**config.mk**
```make
export PLATFORM = sky130hd
export DESIGN_NAME = cpt_capture_timer
export DESIGN_NICKNAME = d
export VERILOG_FILES = /design/src/design/cpt_capture_timer.v
export VERILOG_INCLUDE_DIRS = /design/src /design/src/inc
export SDC_FILE = /design/constraint.sdc
export NUM_CORES = 1
export LEC_CHECK = 0
export BUFFER_PORTS_ARGS = -buffer_cell sky130_fd_sc_hd__buf_2
export CORE_AREA = 2 2 116 90
export CTS_BUF_LIST = sky130_fd_sc_hd__clkbuf_4 sky130_fd_sc_hd__clkbuf_8
export CTS_CLUSTER_SIZE = 10
export DETAILED_ROUTE_END_ITERATION = 10
export DIE_AREA = 0 0 118 92
export GPL_ROUTABILITY_DRIVEN = 0
export HOLD_SLACK_MARGIN = 0.03
export PLACE_DENSITY = 0.84
export SYNTH_ARGS = -nofsm -noshare
export SYNTH_HDL_FRONTEND = slang
export SYNTH_SLANG_ARGS = --single-unit
```
**constraint.sdc**
```tcl
create_clock -name clk -period 5.3 [get_ports clk]
set_input_delay 1.06 -clock clk [delete_from_list [all_inputs] [get_ports clk]]
set_output_delay 1.06 -clock clk [all_outputs]
set_load 0.01 [all_outputs]
```
**src/inc/cpt_defines.vh**
```
// capture timer constants: register offsets, field positions, reset values, mode codes
// assumes a 32-bit avalon-mm slave with word-aligned byte addresses
//
// Contract
// - 16-bit up-counter, wraps max to bottom
// - resets into periodic mode; six modes, codes 6 and 7 only free-run
// - clock select: prescaled or companion clock
// - periodic: flag at top, restart bottom
// - top below count: run to max first
// - timeout: start first edge, stop next
// - timeout: flag when top reached first
// - frozen after stop until new start
// - capture on event: free run, capture edge
// - capture modes: low byte read clears flag
// - frequency: capture and restart each edge
// - pulse width: restart rise, capture fall
// - combined: start rise, capture fall, stop rise
// - combined: low byte read rearms the sequence
// - irq while flag and enable set
// - capture event pulse equals flag set
`ifndef CPT_DEFINES_VH
`define CPT_DEFINES_VH

// ----------------------------------------
// register byte offsets
// ----------------------------------------
`define CPT_CTRLA_OFS     6'h00
`define CPT_CTRLB_OFS     6'h04
`define CPT_EVCTRL_OFS    6'h08
`define CPT_INTCTRL_OFS   6'h0C
`define CPT_INTFLAGS_OFS  6'h10
`define CPT_STATUS_OFS    6'h14
`define CPT_COUNT_OFS     6'h18
`define CPT_CCV_OFS       6'h1C

// ----------------------------------------
// field positions
// ----------------------------------------
`define CPT_CTRLA_EN      0
`define CPT_CTRLA_CLK_LO  1
`define CPT_CTRLA_CLK_HI  2
`define CPT_EV_INPUT_EN   0
`define CPT_EV_EDGE       4
`define CPT_FLAG_BIT      0
`define CPT_STATUS_RUN    0
`define CPT_MODE_LO       0
`define CPT_MODE_HI       2

// ----------------------------------------
// clock sources and modes
// ----------------------------------------
`define CPT_CLK_DIV1      2'h0
`define CPT_CLK_DIV2      2'h1
`define CPT_CLK_COMP      2'h2
`define CPT_MODE_PERIODIC 3'h0
`define CPT_MODE_TIMEOUT  3'h1
`define CPT_MODE_CAPEVT   3'h2
`define CPT_MODE_FREQ     3'h3
`define CPT_MODE_PW       3'h4
`define CPT_MODE_FRQPW    3'h5
`define CPT_MODE_SINGLE   3'h6
`define CPT_MODE_PWM8     3'h7

// ----------------------------------------
// reset values and counter maximum
// ----------------------------------------
`define CPT_BOTTOM        16'h0000
`define CPT_MAX           16'hFFFF
`define CPT_CCV_RST       16'h0000

`endif

```
**src/design/cpt_capture_timer.v**
```verilog
// capture timer: 16-bit counter with capture/compare, avalon-mm registers
// assumes event_in comes from another domain; companion tick is a same-clock pulse
`timescale 1ns/1ps
`include "cpt_defines.vh"

module cpt_capture_timer (
  input  wire        clk,
  input  wire        reset,
  input  wire [5:0]  avs_address,
  input  wire        avs_read,
  input  wire        avs_write,
  input  wire [31:0] avs_writedata,
  input  wire [3:0]  avs_byteenable,
  output reg  [31:0] avs_readdata,
  output wire        avs_waitrequest,
  input  wire        event_in,
  input  wire        companion_tick,
  output wire        irq,
  output reg         capture_event
);

  // ----------------------------------------
  // bus handshake
  // ----------------------------------------
  // one wait state: request accepted on the second edge it is held
  reg        ack_q;
  wire       req = avs_read | avs_write;
  assign avs_waitrequest = req & ~ack_q;
  wire       acc = req & ack_q;
  wire       wr  = acc & avs_write;
  wire       rd  = acc & avs_read;

  always @(posedge clk or posedge reset) begin
    if (reset) begin
      ack_q <= 1'b0;
    end else begin
      ack_q <= req & ~ack_q;
    end
  end

  // ----------------------------------------
  // registers
  // ----------------------------------------
  reg        enable_q;
  reg [1:0]  clk_sel_q;
  reg [2:0]  mode_q;
  reg        ev_en_q;
  reg        edge_q;
  reg        int_en_q;
  reg        flag_q;
  reg [15:0] count_q;
  reg [15:0] ccv_q;
  reg        run_q;
  reg        pw_fall_q;
  reg        armed_q;
  reg        wrap_q;
  reg        div_q;

  function sel;
    input [5:0] a;
    input [5:0] ofs;
    begin
      sel = (a == ofs);
    end
  endfunction

  // ----------------------------------------
  // event input: three-stage sync, edge when stages 2 and 3 differ
  // ----------------------------------------
  reg  [2:0] ev_sync_q;
  always @(posedge clk or posedge reset) begin
    if (reset) begin
      ev_sync_q <= 3'h0;
    end else begin
      ev_sync_q <= {ev_sync_q[1:0], event_in};
    end
  end
  // pulses shorter than a cycle may be lost here
  wire ev_rise = ev_sync_q[1] & ~ev_sync_q[2];
  wire ev_fall = ~ev_sync_q[1] & ev_sync_q[2];
  wire ev_ok   = enable_q & ev_en_q;
  wire ev_sel  = ev_ok & (edge_q ? ev_fall : ev_rise);
  wire ev_any  = ev_ok & (ev_rise | ev_fall);
  wire ev_r    = ev_ok & ev_rise;
  wire ev_f    = ev_ok & ev_fall;

  // ----------------------------------------
  // counting clock enable
  // ----------------------------------------
  always @(posedge clk or posedge reset) begin
    if (reset) begin
      div_q <= 1'b0;
    end else begin
      div_q <= ~div_q;
    end
  end
  reg tick;
  always @* begin
    case (clk_sel_q)
      `CPT_CLK_DIV1: tick = 1'b1;
      `CPT_CLK_DIV2: tick = div_q;
      `CPT_CLK_COMP: tick = companion_tick;
      default:       tick = 1'b0;
    endcase
  end
  wire cnt_en = enable_q & tick;

  // ----------------------------------------
  // mode engine
  // ----------------------------------------
  wire at_top  = (count_q == ccv_q) & ~wrap_q;
  wire at_max  = (count_q == `CPT_MAX);
  wire [15:0] inc = count_q + 16'h0001;
  wire ccv_lo_rd = rd & sel(avs_address, `CPT_CCV_OFS) & avs_byteenable[0];
  wire cap_mode = (mode_q == `CPT_MODE_CAPEVT) | (mode_q == `CPT_MODE_FREQ) |
                  (mode_q == `CPT_MODE_PW) | (mode_q == `CPT_MODE_FRQPW);

  reg        set_flag;
  reg [15:0] count_d;
  reg [15:0] cap_d;
  reg        cap_we;
  reg        run_d;
  reg        pw_fall_d;
  reg        armed_d;

  always @* begin
    set_flag  = 1'b0;
    count_d   = count_q;
    cap_d     = count_q;
    cap_we    = 1'b0;
    run_d     = run_q;
    pw_fall_d = pw_fall_q;
    armed_d   = armed_q;
    case (mode_q)
      `CPT_MODE_PERIODIC: begin
        if (cnt_en) begin
          if (at_top) begin
            set_flag = 1'b1;
            count_d  = `CPT_BOTTOM;
          end else begin
            count_d = inc;
          end
        end
      end
      `CPT_MODE_TIMEOUT: begin
        if (ev_sel) begin
          run_d = ~run_q;
          if (!run_q) count_d = `CPT_BOTTOM;
        end else if (run_q && cnt_en) begin
          count_d = at_top ? `CPT_BOTTOM : inc;
          if (at_top) set_flag = 1'b1;
        end
      end
      `CPT_MODE_CAPEVT: begin
        if (cnt_en) count_d = inc;
        if (ev_sel) begin
          cap_we   = 1'b1;
          set_flag = 1'b1;
        end
      end
      `CPT_MODE_FREQ: begin
        if (ev_sel) begin
          cap_we   = 1'b1;
          set_flag = 1'b1;
          count_d  = `CPT_BOTTOM;
        end else if (cnt_en) begin
          count_d = inc;
        end
      end
      `CPT_MODE_PW: begin
        if (ev_r) begin
          count_d   = `CPT_BOTTOM;
          pw_fall_d = 1'b1;
        end else begin
          if (cnt_en) count_d = inc;
          if (ev_f && pw_fall_q) begin
            cap_we    = 1'b1;
            set_flag  = 1'b1;
            pw_fall_d = 1'b0;
          end
        end
      end
      `CPT_MODE_FRQPW: begin
        if (ev_r && armed_q && !run_q) begin
          count_d = `CPT_BOTTOM;
          run_d   = 1'b1;
          pw_fall_d = 1'b1;
        end else if (ev_r && run_q) begin
          run_d    = 1'b0;
          armed_d  = 1'b0;
          set_flag = 1'b1;
        end else begin
          if (run_q && cnt_en) count_d = inc;
          if (ev_f && run_q && pw_fall_q) begin
            cap_we    = 1'b1;
            pw_fall_d = 1'b0;
          end
        end
        // a read racing the stop edge must not rearm while the flag stays set
        if (ccv_lo_rd && !set_flag) armed_d = 1'b1;
      end
      default: begin
        if (cnt_en) count_d = inc;
      end
    endcase
  end

  // ----------------------------------------
  // state update and register writes
  // ----------------------------------------
  always @(posedge clk or posedge reset) begin
    if (reset) begin
      enable_q      <= 1'b0;
      clk_sel_q     <= `CPT_CLK_DIV1;
      mode_q        <= `CPT_MODE_PERIODIC;
      ev_en_q       <= 1'b0;
      edge_q        <= 1'b0;
      int_en_q      <= 1'b0;
      flag_q        <= 1'b0;
      count_q       <= `CPT_BOTTOM;
      ccv_q         <= `CPT_CCV_RST;
      run_q         <= 1'b0;
      pw_fall_q     <= 1'b0;
      armed_q       <= 1'b1;
      wrap_q        <= 1'b0;
      capture_event <= 1'b0;
    end else begin
      count_q       <= count_d;
      run_q         <= run_d;
      pw_fall_q     <= pw_fall_d;
      armed_q       <= armed_d;
      capture_event <= set_flag;
      if (cap_we) ccv_q <= cap_d;
      // top moved below count: compare again only after the wrap
      if (count_d == `CPT_BOTTOM) begin
        wrap_q <= 1'b0;
      end else if (at_max && cnt_en) begin
        wrap_q <= 1'b0;
      end
      if (wr) begin
        if (sel(avs_address, `CPT_CTRLA_OFS) && avs_byteenable[0]) begin
          enable_q  <= avs_writedata[`CPT_CTRLA_EN];
          clk_sel_q <= avs_writedata[`CPT_CTRLA_CLK_HI:`CPT_CTRLA_CLK_LO];
        end else if (sel(avs_address, `CPT_CTRLB_OFS) && avs_byteenable[0]) begin
          mode_q <= avs_writedata[`CPT_MODE_HI:`CPT_MODE_LO];
        end else if (sel(avs_address, `CPT_EVCTRL_OFS) && avs_byteenable[0]) begin
          ev_en_q <= avs_writedata[`CPT_EV_INPUT_EN];
          edge_q  <= avs_writedata[`CPT_EV_EDGE];
        end else if (sel(avs_address, `CPT_INTCTRL_OFS) && avs_byteenable[0]) begin
          int_en_q <= avs_writedata[`CPT_FLAG_BIT];
        end else if (sel(avs_address, `CPT_STATUS_OFS) && avs_byteenable[0]) begin
          // run bit ignored whenever timeout mode is selected
          if (mode_q != `CPT_MODE_TIMEOUT) run_q <= avs_writedata[`CPT_STATUS_RUN];
        end else if (sel(avs_address, `CPT_COUNT_OFS)) begin
          if (avs_byteenable[0]) count_q[7:0]  <= avs_writedata[7:0];
          if (avs_byteenable[1]) count_q[15:8] <= avs_writedata[15:8];
        end else if (sel(avs_address, `CPT_CCV_OFS)) begin
          if (avs_byteenable[0]) ccv_q[7:0]  <= avs_writedata[7:0];
          if (avs_byteenable[1]) ccv_q[15:8] <= avs_writedata[15:8];
          if (mode_q == `CPT_MODE_PERIODIC || mode_q == `CPT_MODE_TIMEOUT) begin
            if ({avs_byteenable[1] ? avs_writedata[15:8] : ccv_q[15:8],
                 avs_byteenable[0] ? avs_writedata[7:0] : ccv_q[7:0]} < count_q)
              wrap_q <= 1'b1;
          end
        end
      end
      // set beats any clear in the same cycle
      if (set_flag) begin
        flag_q <= 1'b1;
      end else if (cap_mode && ccv_lo_rd) begin
        flag_q <= 1'b0;
      end else if (wr && sel(avs_address, `CPT_INTFLAGS_OFS) && avs_byteenable[0] &&
                   avs_writedata[`CPT_FLAG_BIT]) begin
        flag_q <= 1'b0;
      end
    end
  end

  assign irq = flag_q & int_en_q;

  // ----------------------------------------
  // read mux
  // ----------------------------------------
  reg [31:0] rd_mux;
  always @* begin
    rd_mux = 32'h0000_0000;
    if (sel(avs_address, `CPT_CTRLA_OFS)) begin
      rd_mux = {29'h0, clk_sel_q, enable_q};
    end else if (sel(avs_address, `CPT_CTRLB_OFS)) begin
      rd_mux = {29'h0, mode_q};
    end else if (sel(avs_address, `CPT_EVCTRL_OFS)) begin
      rd_mux = {27'h0, edge_q, 3'h0, ev_en_q};
    end else if (sel(avs_address, `CPT_INTCTRL_OFS)) begin
      rd_mux = {31'h0, int_en_q};
    end else if (sel(avs_address, `CPT_INTFLAGS_OFS)) begin
      rd_mux = {31'h0, flag_q};
    end else if (sel(avs_address, `CPT_STATUS_OFS)) begin
      rd_mux = {31'h0, run_q};
    end else if (sel(avs_address, `CPT_COUNT_OFS)) begin
      rd_mux = {16'h0, count_q};
    end else if (sel(avs_address, `CPT_CCV_OFS)) begin
      rd_mux = {16'h0, ccv_q};
    end
  end

  // captured in the wait cycle, so it stands through the accept cycle
  always @(posedge clk or posedge reset) begin
    if (reset) begin
      avs_readdata <= 32'h0000_0000;
    end else if (avs_read & ~ack_q) begin
      avs_readdata <= rd_mux;
    end
  end

endmodule

```
==> results.md <==
- Postcts setup bufs: 0
- Rows: 32
- Synthesized area: about 5200 µm²
- Unrepaired setup endpoints after global routing: no
- Max-slew violations: 0
- WP data required: between 5 and 6 ns
- Max IR drop VDD: between 0.0001 and 0.00015 V
- Layout cell share with drive strength beyond 1: 17.6%
- Hold_sp: ev_sync_q[0]
- Via/cell ratio: 6.46
- F_max: 284 MHz
- Final setup fails: 0
- Root buf cell: clkbuf_8
- Slowest stage delay, CP: slightly below 0.6 ns
- Global-route wire length before repair: 24000 µm
- Mean post-synth cell area: 8.46 µm²
- Critical path launch point: companion_tick
- Core box area: 9890 µm²
- Reg2reg setup slack: 1.81 ns
- DRC: 0
- Clock latency on the worst-skew pair: 0.36 ns
- Ports: 83
- Synth Instances: 617
- Critical path arrival: between 3 and 4 ns
- # Max-Cap Violations: 0
- Num CTS Buffers: 9
- Synth Register Bits: 68
- Post-synth EDFFs: 0
- Clock-pin slew on the worst setup and hold paths: 0.08 ns
- Cells after DPL: 768
- Delay-heaviest family, CP: compound AO/OA/AOI/OAI gates
- Most frequent cells in the layout: nand2_1 (69), dfrtp_1 (67), nor2_1 (59)
- Initial antenna violation count: 0
- Die X: 118 µm
- Final setup TNS: 0 ns
- Headroom to the max-slew limit: between 20 and 30%
- Register area share after synthesis: 32.6%
- Top cell type's share of synthesized area: 32.1%
- CP Buf/Inv Count: 1
- Global-route usage over all layers: 27.9%
- Pwr/cell area: 305 nW/µm²
- Drt pass-1 iters: 7
- Worst Skew: approximately 0.012 ns
- Vias in the first global route: 4697
- Layout fillers: 850
- RR Endpoint: wrap_q
- Detail Placement HPWL: 11100 µm
- Status: complete, no violations
- Num Clock Sinks: 68
- Area leader, netlist: dfrtp_1
- CP max-delay cell: o21ai_1
- Critical Path Start Type: primary input
- Final Power: 1.73 mW
- Instance count on the critical path: 10
- R2R depth: 9
- DR iter-0 viols: about 800
- Die extent in y: 92 µm
- DP Area: around 5400 µm²
- Diode count: 0
- Die ar.: between 10000 and 15000 µm²
- Crit path capture: wrap_q
- GRT overflow: 0
- CTS tree: yes
- CP max FO: 13
- CP cell instances: buf_2 -> and3b_1 -> a21oi_2 -> nor3_1 -> o21ai_1 -> a21oi_1 -> a22o_1 -> a211oi_1 -> and4bb_1 -> a31oi_1
- Ranking of synthesized cells by area: dfrtp_1 (32%), mux2_2 (5.8%), o21ai_0 (5.4%), nand2_1 (5.0%), nor2_1 (4.2%)
- Multi-input gate area: between 3000 and 4000 µm²
- Fin cells: 784
- Largest net degree at the start of global routing: 45
- Synth Warn #: 0
- Tightest Pin Transition: approximately 1.1 ns
- Hold Path Class: register to register
- Post-CTS Hold Fix Bufs: 0
- Total routed wirelength: 15000 µm
- Minimum clock period after layout: 3.52 ns
- Cts repair resizes: 0
- Most common cell after layout, fill and taps aside: nand2_1
- Final hold vios: 0
- Port Buffers: 48
- Layout area overhead: 8.63%
- Starting Density: 52.8%
- # nets final: roughly 710
- CP Class: primary input to register
- Yosys cell types: 79
- Leakage: 2.37 nW
- Post-route cell area: 5670 µm²
- Wire per inst: about 19 µm
- H-tree depth: 3
- Via count: 5062
- Post-route ant nets: 0
- Sequential cell area: 1700 µm²
- FF-to-FF Start: cap_d[5]
- CP endpoint kind: register
- Asr flop ratio synth: 100%
- Ys flop type: dfrtp_1
- Final Cycle Share: 66.5%
- Clock Path Buffers: 2
-- state kept, by name (all words and copies together), names as in the netlist, 2 cells and up --
| name | count |
|---|---|
| cap_d | 16 |
| ccv_q | 16 |
| mode_q | 3 |
| clk_sel_q | 2 |
| avs_readdata | 16 |
| ev_sync_q | 3 |
-- area by class of cell --
class | count | share of cell area (%)
sequential | 68 | 30.0
timing repair buffer | 51 | 4.63
tap | 136 | 3.00
inverter | 25 | 1.65
clock inverter | 7 | 1.74
multi-input combinational | 488 | 56.8
clock buffer | 9 | 2.18
-- layer usage --
layer / global-route usage, % / vias to the layer above / wire (µm) / share of wire [%]
met4: 10.6 / 0 / 403 / 2.7
li1: - / 2272 / - / -
met1: 38.8 / 2380 / 6400 / 43
met5: 0 / - / 0 / 0
met3: 7.84 / 56 / 1770 / 12
met2: 41.5 / 354 / 6420 / 43
-- cells by family (layout without fill, tap and decap cells) --
logic type,count (synthesis),after routing,synth area share (%)
buf+inv,76,92,7.05
other cells,1,16,0.0718
simple gates,224,224,21.2
xor+xnor,17,17,2.85
mux,46,46,9.71
flops,68,68,32.6
fa+ha+maj,16,16,3.84
compound gates,169,169,22.6
-- synth_stat cells, types with 5 or more instances --
| cell | n |
|---|---|
| o211ai_1 | 5 |
| a22oi_1 | 12 |
| nand3_1 | 20 |
| mux2i_1 | 18 |
| inv_1 | 23 |
| xor2_1 | 10 |
| dfrtp_1 | 67 |
| xnor2_1 | 7 |
| a221oi_1 | 5 |
| clkbuf_1 | 22 |
| nand2_1 | 69 |
| a21o_1 | 6 |
| nor3_1 | 15 |
| and3_1 | 7 |
| nor4_1 | 7 |
| a31oi_1 | 7 |
| nor2b_1 | 7 |
| nor2_1 | 59 |
| mux2_2 | 27 |
| buf_2 | 6 |
| o21ai_0 | 56 |
| a21oi_1 | 31 |
| nand4_1 | 8 |
| buf_4 | 18 |
| ha_1 | 16 |
| nand2b_1 | 7 |
-- worst min path at each step --
stage	endpoint	depth (start not counted)
final	ev_sync_q[1]	0
after global routing	ev_sync_q[1]	0
after CTS	ev_sync_q[1]	0
after detailed placement	ev_sync_q[1]	0
after global placement	ev_sync_q[1]	0
after floorplan	ev_sync_q[1]	0
-- stage by stage --
stage                     setup slack [ns]  hold slack, ns  utilization [%]
final                                 1.78           0.352             57.3
after CTS                             1.89           0.355             57.3
after detailed placement              1.51           0.336             55.1
after global placement                1.53           0.334             55.1
after floorplan                       2.17           0.331                -
after global routing                  1.61           0.360             57.3
-- power breakdown --
group          total, mW  internal (mW)  switching (mW)  leakage, nW
Sequential         0.699          0.570           0.129        0.827
Combinational      0.547          0.211           0.336         1.43
Clock              0.486          0.267           0.219        0.110
Power figures use the tool's default switching activity.
